==> src/design/scbr_pkg.sv <==
/*
  Shared constants and carrier types for the movement-sensor register bank:
  register offsets, field positions, reset values, timing counts, the access
  request struct.
  Assumes a single 50 MHz clock domain.
*/
package scbr_pkg;

  // Register offsets on the serial register port
  localparam logic [7:0] SCBR_ILLUM_ADDR = 8'h40;
  localparam logic [7:0] SCBR_IRQCFG_ADDR = 8'h41;
  localparam logic [7:0] SCBR_BSTART_ADDR = 8'h42;
  localparam logic [7:0] SCBR_BEND_ADDR = 8'h44;
  localparam logic [7:0] SCBR_REST_ADDR = 8'h45;
  localparam logic [7:0] SCBR_BPORT_ADDR = 8'h63;

  // Reset values
  localparam logic [7:0] SCBR_ILLUM_RST = 8'h00;
  localparam logic [7:0] SCBR_IRQCFG_RST = 8'h40;
  localparam logic [7:0] SCBR_BSTART_RST = 8'h03;
  localparam logic [7:0] SCBR_BEND_RST = 8'h09;
  localparam logic [1:0] SCBR_REST_RST = 2'h0;
  localparam logic [7:0] SCBR_BPORT_RST = 8'h00;

  // Field positions
  localparam int SCBR_ILLUM_OFF_BIT = 3;
  localparam int SCBR_IRQ_POL_BIT = 7;
  localparam int SCBR_IRQ_EDGE_BIT = 6;
  localparam int SCBR_REST_HI = 7;
  localparam int SCBR_REST_LO = 6;

  // Edge-mode pulse: about 380 ns, rounded down to whole 20 ns cycles
  localparam int SCBR_CLK_PERIOD_NS = 20;
  localparam int SCBR_PULSE_NS = 380;
  localparam int SCBR_PULSE_CYC = SCBR_PULSE_NS / SCBR_CLK_PERIOD_NS;

  // Rest levels
  typedef enum logic [1:0] {
    SCBR_MODE_NORMAL,
    SCBR_MODE_REST1,
    SCBR_MODE_REST2,
    SCBR_MODE_REST3
  } scbr_mode_e;

  // One register access from the serial port engine
  typedef struct packed {
    logic rd;
    logic wr;
    logic [7:0] addr;
    logic [7:0] wdata;
  } scbr_req_s;

endpackage

==> src/design/scbr_pulse.sv <==
/*
  Fixed-length pulse stretcher for the edge-sensitive movement output.
  Assumes the trigger is a synchronous one-cycle strobe on clk_in.
*/
`timescale 1ns/1ps
module scbr_pulse
  import scbr_pkg::*;
#(
  parameter int LEN = SCBR_PULSE_CYC
)
(
  // Clock and reset
  input wire logic clk_in,
  input wire logic srst_in,
  // Trigger and stretched output
  input wire logic trig_in,
  output logic busy_out
);

  logic [7:0] cnt_reg; // Cycles left in the current pulse
  logic [7:0] cnt_next;

  // A trigger during a running pulse is dropped, so one pulse per event burst
  assign cnt_next = (cnt_reg != 8'h00) ? cnt_reg - 8'h01 :
                    trig_in ? 8'(LEN) : 8'h00;
  assign busy_out = (cnt_reg != 8'h00);

  // Counter
  always_ff @(posedge clk_in)
  begin
    if (srst_in)
      cnt_reg <= 8'h00;
    else
      cnt_reg <= cnt_next;
  end

endmodule // scbr_pulse

==> src/design/scbr_regs.sv <==
/*
  Register bank of the movement sensor: illumination control, movement
  output configuration and drive, burst read sequencing, rest mode force.
  Assumes a serial port engine that turns each serial transfer into one
  request cycle, and a datapath that answers other addresses combinationally.
*/
`timescale 1ns/1ps
module scbr_regs
  import scbr_pkg::*;
#(
  parameter logic [7:0] DY_ADDR = 8'h04, // Y displacement register offset
  parameter int PULSE_LEN = SCBR_PULSE_CYC
)
(
  // Clock and reset
  input wire logic clk_in,
  input wire logic srst_in,
  // Register access from the serial port engine
  input wire scbr_req_s req_in,
  output logic [7:0] rdata_out,
  output logic rvalid_out,
  // Datapath register space
  output logic [7:0] ext_addr_out,
  input wire logic [7:0] ext_rdata_in,
  // Movement datapath
  input wire logic motion_detect_in,
  input wire logic delta_nonzero_in,
  output logic delta_clear_out,
  // Power manager
  input wire logic [1:0] cur_mode_in,
  output logic [1:0] force_mode_out,
  // Pins
  output logic illum_off_out,
  output logic motion_out
);

  // Software registers
  logic illum_force_off; // Light source forced off
  logic irq_polarity; // 1: active high
  logic irq_edge_select; // 1: edge pulse, 0: level
  logic [7:0] burst_start_reg;
  logic [7:0] burst_end_reg;
  scbr_mode_e rest_level_field; // Forced rest level, normal = no force

  // Burst and movement state
  logic burst_active_reg; // Burst in progress
  logic [7:0] burst_ptr_reg; // Next address to return
  logic pending_reg; // Level mode: unread displacement held
  logic pulse_busy; // Edge mode pulse running
  logic [7:0] rdata_next;
  logic motion_next;

  // Decoded strobes
  wire wr_illum = req_in.wr && req_in.addr == SCBR_ILLUM_ADDR;
  wire wr_irqcfg = req_in.wr && req_in.addr == SCBR_IRQCFG_ADDR;
  wire wr_bstart = req_in.wr && req_in.addr == SCBR_BSTART_ADDR;
  wire wr_bend = req_in.wr && req_in.addr == SCBR_BEND_ADDR;
  wire wr_rest = req_in.wr && req_in.addr == SCBR_REST_ADDR;
  wire rd_bport = req_in.rd && !burst_active_reg && req_in.addr == SCBR_BPORT_ADDR;

  // Address actually read: burst pointer, burst start, or the request itself
  wire [7:0] eff_addr = burst_active_reg ? burst_ptr_reg :
                        (req_in.addr == SCBR_BPORT_ADDR) ? burst_start_reg :
                        req_in.addr;
  wire burst_last = (eff_addr == burst_end_reg);
  // A burst ends on the byte from the end address
  wire burst_go = req_in.rd && (rd_bport || burst_active_reg) && !burst_last;
  // Y read marks all pending displacement consumed
  wire rd_dy = req_in.rd && eff_addr == DY_ADDR;

  assign ext_addr_out = eff_addr;
  assign illum_off_out = illum_force_off;
  assign force_mode_out = rest_level_field;

  // Read mux: own registers first, everything else from the datapath
  always_comb
  begin
    case (eff_addr)
      SCBR_ILLUM_ADDR: rdata_next = {4'h0, illum_force_off, 3'h0};
      SCBR_IRQCFG_ADDR: rdata_next = {irq_polarity, irq_edge_select, 6'h00};
      SCBR_BSTART_ADDR: rdata_next = burst_start_reg;
      SCBR_BEND_ADDR: rdata_next = burst_end_reg;
      // Live mode, not the forced value
      SCBR_REST_ADDR: rdata_next = {cur_mode_in, 6'h00};
      SCBR_BPORT_ADDR: rdata_next = SCBR_BPORT_RST;
      default: rdata_next = ext_rdata_in;
    endcase
  end

  // Configuration registers
  always_ff @(posedge clk_in)
  begin
    if (srst_in)
    begin
      illum_force_off <= SCBR_ILLUM_RST[SCBR_ILLUM_OFF_BIT];
      irq_polarity <= SCBR_IRQCFG_RST[SCBR_IRQ_POL_BIT];
      irq_edge_select <= SCBR_IRQCFG_RST[SCBR_IRQ_EDGE_BIT];
      burst_start_reg <= SCBR_BSTART_RST;
      burst_end_reg <= SCBR_BEND_RST;
      rest_level_field <= scbr_mode_e'(SCBR_REST_RST);
    end
    else
    begin
      if (wr_illum)
        illum_force_off <= req_in.wdata[SCBR_ILLUM_OFF_BIT];
      if (wr_irqcfg)
      begin
        irq_polarity <= req_in.wdata[SCBR_IRQ_POL_BIT];
        irq_edge_select <= req_in.wdata[SCBR_IRQ_EDGE_BIT];
      end
      if (wr_bstart)
        burst_start_reg <= req_in.wdata;
      if (wr_bend)
        burst_end_reg <= req_in.wdata;
      // Reserved bits ignored; bits 7:6 at 0 release, other values there force a level
      if (wr_rest)
        rest_level_field <= scbr_mode_e'(req_in.wdata[SCBR_REST_HI:SCBR_REST_LO]);
    end
  end

  // Burst sequencer; a write abandons an unfinished burst
  always_ff @(posedge clk_in)
  begin
    if (srst_in || req_in.wr)
    begin
      burst_active_reg <= 1'b0;
      burst_ptr_reg <= 8'h00;
    end
    else if (req_in.rd)
    begin
      burst_active_reg <= burst_go;
      burst_ptr_reg <= eff_addr + 8'h01;
    end
  end

  // Read data, one cycle after the request
  always_ff @(posedge clk_in)
  begin
    if (srst_in)
    begin
      rdata_out <= 8'h00;
      rvalid_out <= 1'b0;
    end
    else
    begin
      rvalid_out <= req_in.rd;
      if (req_in.rd)
        rdata_out <= rdata_next;
    end
  end

  // Pending displacement; a new movement in the clearing cycle wins
  always_ff @(posedge clk_in)
  begin
    if (srst_in)
      pending_reg <= 1'b0;
    else if (motion_detect_in && delta_nonzero_in)
      pending_reg <= 1'b1;
    else if (rd_dy)
      pending_reg <= 1'b0;
  end

  // Clear strobe to the datapath after the Y byte has been taken in level mode
  always_ff @(posedge clk_in)
  begin
    if (srst_in)
      delta_clear_out <= 1'b0;
    else
      delta_clear_out <= rd_dy && !irq_edge_select;
  end

  // Edge mode pulse timer
  scbr_pulse #(
    .LEN(PULSE_LEN)
  ) u_pulse (
    .clk_in(clk_in),
    .srst_in(srst_in),
    .trig_in(motion_detect_in && irq_edge_select),
    .busy_out(pulse_busy)
  );

  // Active level follows polarity; idle level is its inverse
  assign motion_next = irq_edge_select ? (pulse_busy ~^ irq_polarity)
                                       : (pending_reg ~^ irq_polarity);

  // Registered pin; idles high, matching the default active-low setting
  always_ff @(posedge clk_in)
  begin
    if (srst_in)
      motion_out <= 1'b1;
    else
      motion_out <= motion_next;
  end

  // Checks

  // Check helpers: a configuration write leaves the pin one cycle stale
  logic cfg_chg_reg; // Movement output configuration written last cycle
  logic [7:0] act_run_reg; // Consecutive active cycles of the pin, edge mode

  // Remember a configuration write for one cycle
  always_ff @(posedge clk_in)
  begin
    if (srst_in)
      cfg_chg_reg <= 1'b0;
    else
      cfg_chg_reg <= wr_irqcfg;
  end

  // Run length of the active level; 0xFF marks a run disturbed by software,
  // so a pulse cut short by a configuration write is never judged
  always_ff @(posedge clk_in)
  begin
    if (srst_in)
      act_run_reg <= 8'h00;
    else if (wr_irqcfg || cfg_chg_reg || !irq_edge_select)
      act_run_reg <= 8'hFF; // History unknown
    else if (motion_out != irq_polarity)
      act_run_reg <= 8'h00; // Pin idle
    else if (act_run_reg != 8'hFF)
      act_run_reg <= act_run_reg + 8'h01;
  end
endmodule // scbr_regs

==> config.mk <==
export PLATFORM = sky130hd
export DESIGN_NAME = scbr_regs
export DESIGN_NICKNAME = d
export VERILOG_FILES = /design/src/design/scbr_pkg.sv /design/src/design/scbr_pulse.sv /design/src/design/scbr_regs.sv
export SDC_FILE = /design/constraint.sdc
export NUM_CORES = 1
export LEC_CHECK = 0
export BUFFER_PORTS_ARGS = -buffer_cell sky130_fd_sc_hd__buf_2
export CORE_ASPECT_RATIO = 1.75
export CORE_MARGIN = 4
export CORE_UTILIZATION = 40
export DETAILED_ROUTE_END_ITERATION = 6
export PLACE_DENSITY_LB_ADDON = 0.1
export SYNTH_ARGS = -nofsm -noshare
export SYNTH_HDL_FRONTEND = slang
export SYNTH_HIERARCHICAL = 1
export SYNTH_SLANG_ARGS = --single-unit
export TNS_END_PERCENT = 20
==> constraint.sdc <==
create_clock -name clk_in -period 4.8 [get_ports clk_in]
set_input_delay 0.96 -clock clk_in [delete_from_list [all_inputs] [get_ports clk_in]]
set_output_delay 0.96 -clock clk_in [all_outputs]
set_load 0.05 [all_outputs]
Word level (Yosys, flattened, before mapping)
Cells that the tools add are included.

Eq/ne operators: 14. Add/subtract/negate cells: 2. Bitwise operators: 2. Multiplexer cells: 8. Reduce and logical (&&, ||, !) cells: 20.

Operators with widths (count): equality test 8 x 7 -> 1 bit (second input constant) (12); case mux 8 bit (6 select lines) (1); 2-to-1 mux 8 bit (3); logical AND 1 bit (13); adder 8 x 1 -> 8 bit (second input constant) (1); equality test 8 x 3 -> 1 bit (second input constant) (1); equality test 8 bit (1); nonzero test 8 bit (1); subtractor 8 x 1 -> 8 bit (second input constant) (1); 2-to-1 mux 5 bit (1); zero test 1 bit (3); 2-to-1 mux 1 bit (3); logical OR 1 bit (2); nonzero test 2 bit (1); bitwise XNOR 1 bit (2).

Output and inout port bits: 22. Input bits: 32. Flip-flop bits (word level): 50. Word-level logic and storage cells: 60.

Longest topological paths before layout
Word-level depth: 7. Depth in mapped cells: 11. Gate-level depth less buffers: 9.

Hierarchy
Netlist, hierarchy kept.

By module, submodules not included: scbr_regs (seq. area each 840.8 µm², cells an instance 255, area an instance 2260.9 µm², instances 1); scbr_pulse (seq. area each 160.2 µm², cells an instance 45, area an instance 399.1 µm², instances 1).

Worst setup path after synthesis
OpenSTA, ideal clock, no wires.

Path kind: input to register. Start: in req_in[12] in the netlist's numbering. End: reg rdata_out[0]. Cell stages on the path: 10. Library setup time: 0.061 ns. Slack: 0.810 ns. Required time: 4.739 ns. Path buffers: 1. Arrival: 3.930 ns. Cells stage by stage: or4b_1 buf_2 o41ai_1 o21a_1 inv_1 ha_1 or3_1 o22a_1 a311oi_4 a221o_1.

Longest elaborated chain between the ends: 5. Elaborated cells between the ends (all ways): 10. Those cells by class: eq/ne (7); mux (3).

RTL lines: from (decl) (line scbr_regs.sv:19) `input wire scbr_req_s req_in,`; equality test 8 x 7 -> 1 bit (*) (line scbr_regs.sv:63) `(req_in.addr == SCBR_BPORT_ADDR) ? burst_start_reg :`; 2-to-1 mux 8 bit (*) (line scbr_regs.sv:63); 2-to-1 mux 8 bit (*) (line scbr_regs.sv:62) `wire [7:0] eff_addr = burst_active_reg ? burst_ptr_reg :`; via ext_addr_out[0] (line scbr_regs.sv:23) `output logic [7:0] ext_addr_out,`; equality test 8 x 7 -> 1 bit (line scbr_regs.sv:78) `case (eff_addr)`; case mux 8 bit (6 select lines) (*) (line scbr_regs.sv:78); to (signal assigned) (line scbr_regs.sv:148) `rdata_out <= rdata_next;`; to (decl) (line scbr_regs.sv:20) `output logic [7:0] rdata_out,`.

The timed path passes the listed nets; every way through them passes the cells marked *. A chain may end at the register's enable or synchronous reset.

Worst setup path in the final report
Start: in req_in[12] in the netlist's numbering. End: reg rdata_out[4].

Longest elaborated chain between the ends: 5. Elaborated cells between the ends (all ways): 10. Those cells by class: eq/ne (7); mux (3).

RTL lines (line): equality test 8 x 7 -> 1 bit (scbr_regs.sv:63); 2-to-1 mux 8 bit (*) (scbr_regs.sv:63); 2-to-1 mux 8 bit (*) (scbr_regs.sv:62); equality test 8 x 7 -> 1 bit (scbr_regs.sv:78); case mux 8 bit (6 select lines) (*) (scbr_regs.sv:78).

Mark *: on every way between the ends. The rest lies on a longest branch, timed or not.

==> impl_metrics.env <==
export IMPL_status="complete, no violations"
export IMPL_pwr_share_comb=0.282
export IMPL_cts_buffers=5
export IMPL_timing_clock_skew_ps=3.59
export IMPL_timing_final_max_slew_violations=0
export IMPL_hold_ws_ps=487
export IMPL_post_route_period_util=0.811
export IMPL_synth_warnings=6
export IMPL_die_height_um=116
export IMPL_vias=2438
export IMPL_worst_r2r_setup_slack_ps=1960
export IMPL_drt_iter0_drc=103
export IMPL_post_synth_instance_area_sq_mm=0.00266
export IMPL_critPathMaxFanout=8
export IMPL_drc=0
export IMPL_grt_setup_unrepaired="no"
export IMPL_source_of_the_worst_hold_timing_path="burst_ptr_reg[4]$_SDFFE_PP0P_"
export IMPL_die_x_um=69.6
export IMPL_cts_hold_buffers=0
export IMPL_cts_clk_slew_worst_paths_ps=70
export IMPL_initial_antenna_violation_count=0
export IMPL_gp_congestion=0.876
export IMPL_avgSynthCellArea_sq_um=8.87
export IMPL_grt_first_pass_wirelength_um=12200
export IMPL_drt_total_wl_um=7720
export IMPL_seq_power_share=0.415
export IMPL_grt_overflow_total=0
export IMPL_power_switching_uw=393
export IMPL_critPathLaunchType="input port"
export IMPL_crit_reg2reg_capture="rdata_out[4]$_SDFFE_PP0P_"
export IMPL_worstHoldPathCells=2
export IMPL_power_internal_uw=799
export IMPL_num_antenna_cells=0
export IMPL_worst_max_slew_pin_slew_ps=853
export IMPL_crit_reg2reg_launch="burst_active_reg$_SDFFE_PP0P_"
export IMPL_period_minus_slack_ps=3890
export IMPL_io_pin_count=54
export IMPL_synth_net_count=336
export IMPL_worst_skew_pair_late_latency_ps=290
export IMPL_synthDistinctLibCells=61
export IMPL_crit_arrival_ps=4130
export IMPL_cts_buffer_depth=2
export IMPL_post_layout_total_power_mw=1.19
export IMPL_switching_share=0.330
export IMPL_syn_to_final_growth_pct=17.5
export IMPL_p_leak_nw=1.28
export IMPL_cts_resized=0
export IMPL_setup_worst_path_class="input port to register"
export IMPL_synth_edf_count=0
export IMPL_num_rows=39
export IMPL_tritoncts="yes"
export IMPL_cts_root_buffer_cell="clkbuf_16"
export IMPL_synthesis_instances=300
export IMPL_clock_power_share=0.302
export IMPL_setup_viol=0
export IMPL_synth_most_common_cell="dfxtp_1"
export IMPL_hold_path_end="burst_ptr_reg[4]$_SDFFE_PP0P_"
export IMPL_timing_hold_worst_class="register to register"
export IMPL_synth_top_cells_by_count="dfxtp_1, nor2_1, mux2i_1"
export IMPL_fin_nets=383
export IMPL_final_hold_viol_count=0
export IMPL_core_sq_mm=0.00649
export IMPL_dp_worst_setup_slack_ps=618
export IMPL_worst_setup_end_kind="register"
export IMPL_post_drt_via_cell_ratio=5.67
export IMPL_synth_main_ff_cell="dfxtp_1"
export IMPL_post_route_cell_area_sq_mm=0.00313
export IMPL_placement_cell_area_sq_mm=0.00297
export IMPL_dp_hpwl_um=6110
export IMPL_synth_seq_area_share=0.376
export IMPL_first_global_vias=2462
export IMPL_synth_async_reset_ratio=0
export IMPL_postRouteAntennaNets=0
export IMPL_finalSetupTns_ps=0
export IMPL_drt_pass1_iterations=4
export IMPL_cts_sink_count=50
export IMPL_floorplan_die_area_sq_mm=0.00807
export IMPL_post_cts_setup_buffer_count=0
export IMPL_worst_r2r_cell_count=7
export IMPL_grt_start_max_net_pins=37
export IMPL_synthDominantAreaCellType="dfxtp_1"
export IMPL_synth_ff_latch_count=50
export IMPL_place_port_buffers=53
export IMPL_initial_utilization=0.410
export IMPL_ctsHtreeMaxLevel=2
export IMPL_p_per_area_mw_per_mm2=381
export IMPL_global_route_usage_total=0.197
export IMPL_drv_cap=0
export IMPL_post_synth_main_area_contributors="dfxtp_1, mux2i_1, nor2_1, xnor2_1, a221o_1"
export IMPL_synth_top_area_share=0.376
export IMPL_final_worst_setup_slack_ps=907
export IMPL_vdd_ir_drop_max_v=0.000157
export IMPL_post_drt_wl_per_cell_um=18.0
export IMPL_worst_ep_required_time_ps=5040
export IMPL_relSlewSlack=0.428
export IMPL_drive_above_1_share=0.213
export IMPL_max_freq_mhz=257
[cell usage in the layout, fill, tap and decap left out, drive strengths merged, types with 3 or more instances in the layout]
master | Yosys | final
buf | 3 | 54
dfxtp | 50 | 50
nor2 | 44 | 44
mux2i | 18 | 18
inv | 13 | 13
xnor2 | 13 | 13
nand2b | 11 | 11
nand2 | 11 | 11
nor3 | 11 | 11
a221o | 8 | 8
a21oi | 8 | 8
o21ai | 8 | 8
a32oi | 7 | 7
nand4 | 6 | 6
clkbuf | 11 | 6
nor2b | 5 | 5
nand3 | 5 | 5
a211o | 5 | 5
or4 | 5 | 5
a22o | 4 | 4
a211oi | 4 | 4
ha | 4 | 4
xor2 | 3 | 3
o41ai | 3 | 3
o21a | 3 | 3
and2 | 3 | 3
[cells by family (layout without fill, tap and decap cells)]
kind of cell,Yosys count,after routing,share of synthesized area
simple gates,116,116,0.232
compound gates,68,68,0.207
flops,50,50,0.376
buf+inv,28,76,0.0447
mux,18,18,0.0677
xor+xnor,16,16,0.0527
fa+ha+maj,4,4,0.0188
[power by group through the flow]
stage / logic [mW] / registers (mW) / clock network [mW]
after global placement: 0.336 / 0.504 / 0
after global routing: 0.368 / 0.502 / 0.383
after detailed placement: 0.337 / 0.505 / 0
after CTS: 0.339 / 0.495 / 0.369
final: 0.336 / 0.495 / 0.360
after floorplan: 0.228 / 0.525 / 0
[cell type report]
| type | count | area (sq um) |
|---|---|---|
| fill | 671 | 3360 |
| multi-input combinational | 222 | 1540 |
| sequential | 50 | 1000 |
| timing repair buffer | 54 | 273 |
| clock buffer | 6 | 139 |
| tap | 82 | 103 |
| inverter | 14 | 57.6 |
| clock inverter | 2 | 12.5 |
[routing by layer]
| layer | wire (um) | vias up | GRT usage |
|---|---|---|---|
| met2 | 4170 | 66 | 0.371 |
| met5 | 0 | - | 0 |
| met1 | 2870 | 1144 | 0.195 |
| li1 | - | 1202 | - |
| met3 | 292 | 26 | 0.0425 |
| met4 | 391 | 0 | 0.120 |
[worst max path at each step]
stage | slack (ps) | cells past startpoint | from | end
after global placement | 660 | 9 | req_in[12] | rdata_out[0]$_SDFFE_PP0P_
after global routing | 700 | 10 | req_in[12] | rdata_out[7]$_SDFFE_PP0P_
after detailed placement | 620 | 9 | req_in[12] | rdata_out[4]$_SDFFE_PP0P_
after floorplan | 810 | 10 | req_in[12] | rdata_out[0]$_SDFFE_PP0P_
after CTS | 920 | 9 | req_in[12] | rdata_out[4]$_SDFFE_PP0P_
final | 910 | 9 | req_in[12] | rdata_out[4]$_SDFFE_PP0P_
[critical path: stages]
cell      delay, ps
buf_2           120
or4b_1          640
or4_4           520
a22o_1          320
ha_1            290
or3_1           380
o22a_1          200
a311oi_4        470
a221o_1         220
[through the flow]
| stage | std cells | util |
|---|---|---|
| after floorplan | 300 | - |
| after global placement | 422 | 0.458 |
| after detailed placement | 422 | 0.458 |
| after CTS | 430 | 0.482 |
| after global routing | 430 | 0.482 |
| final | 430 | 0.482 |
(Power assumes the default switching activity.)
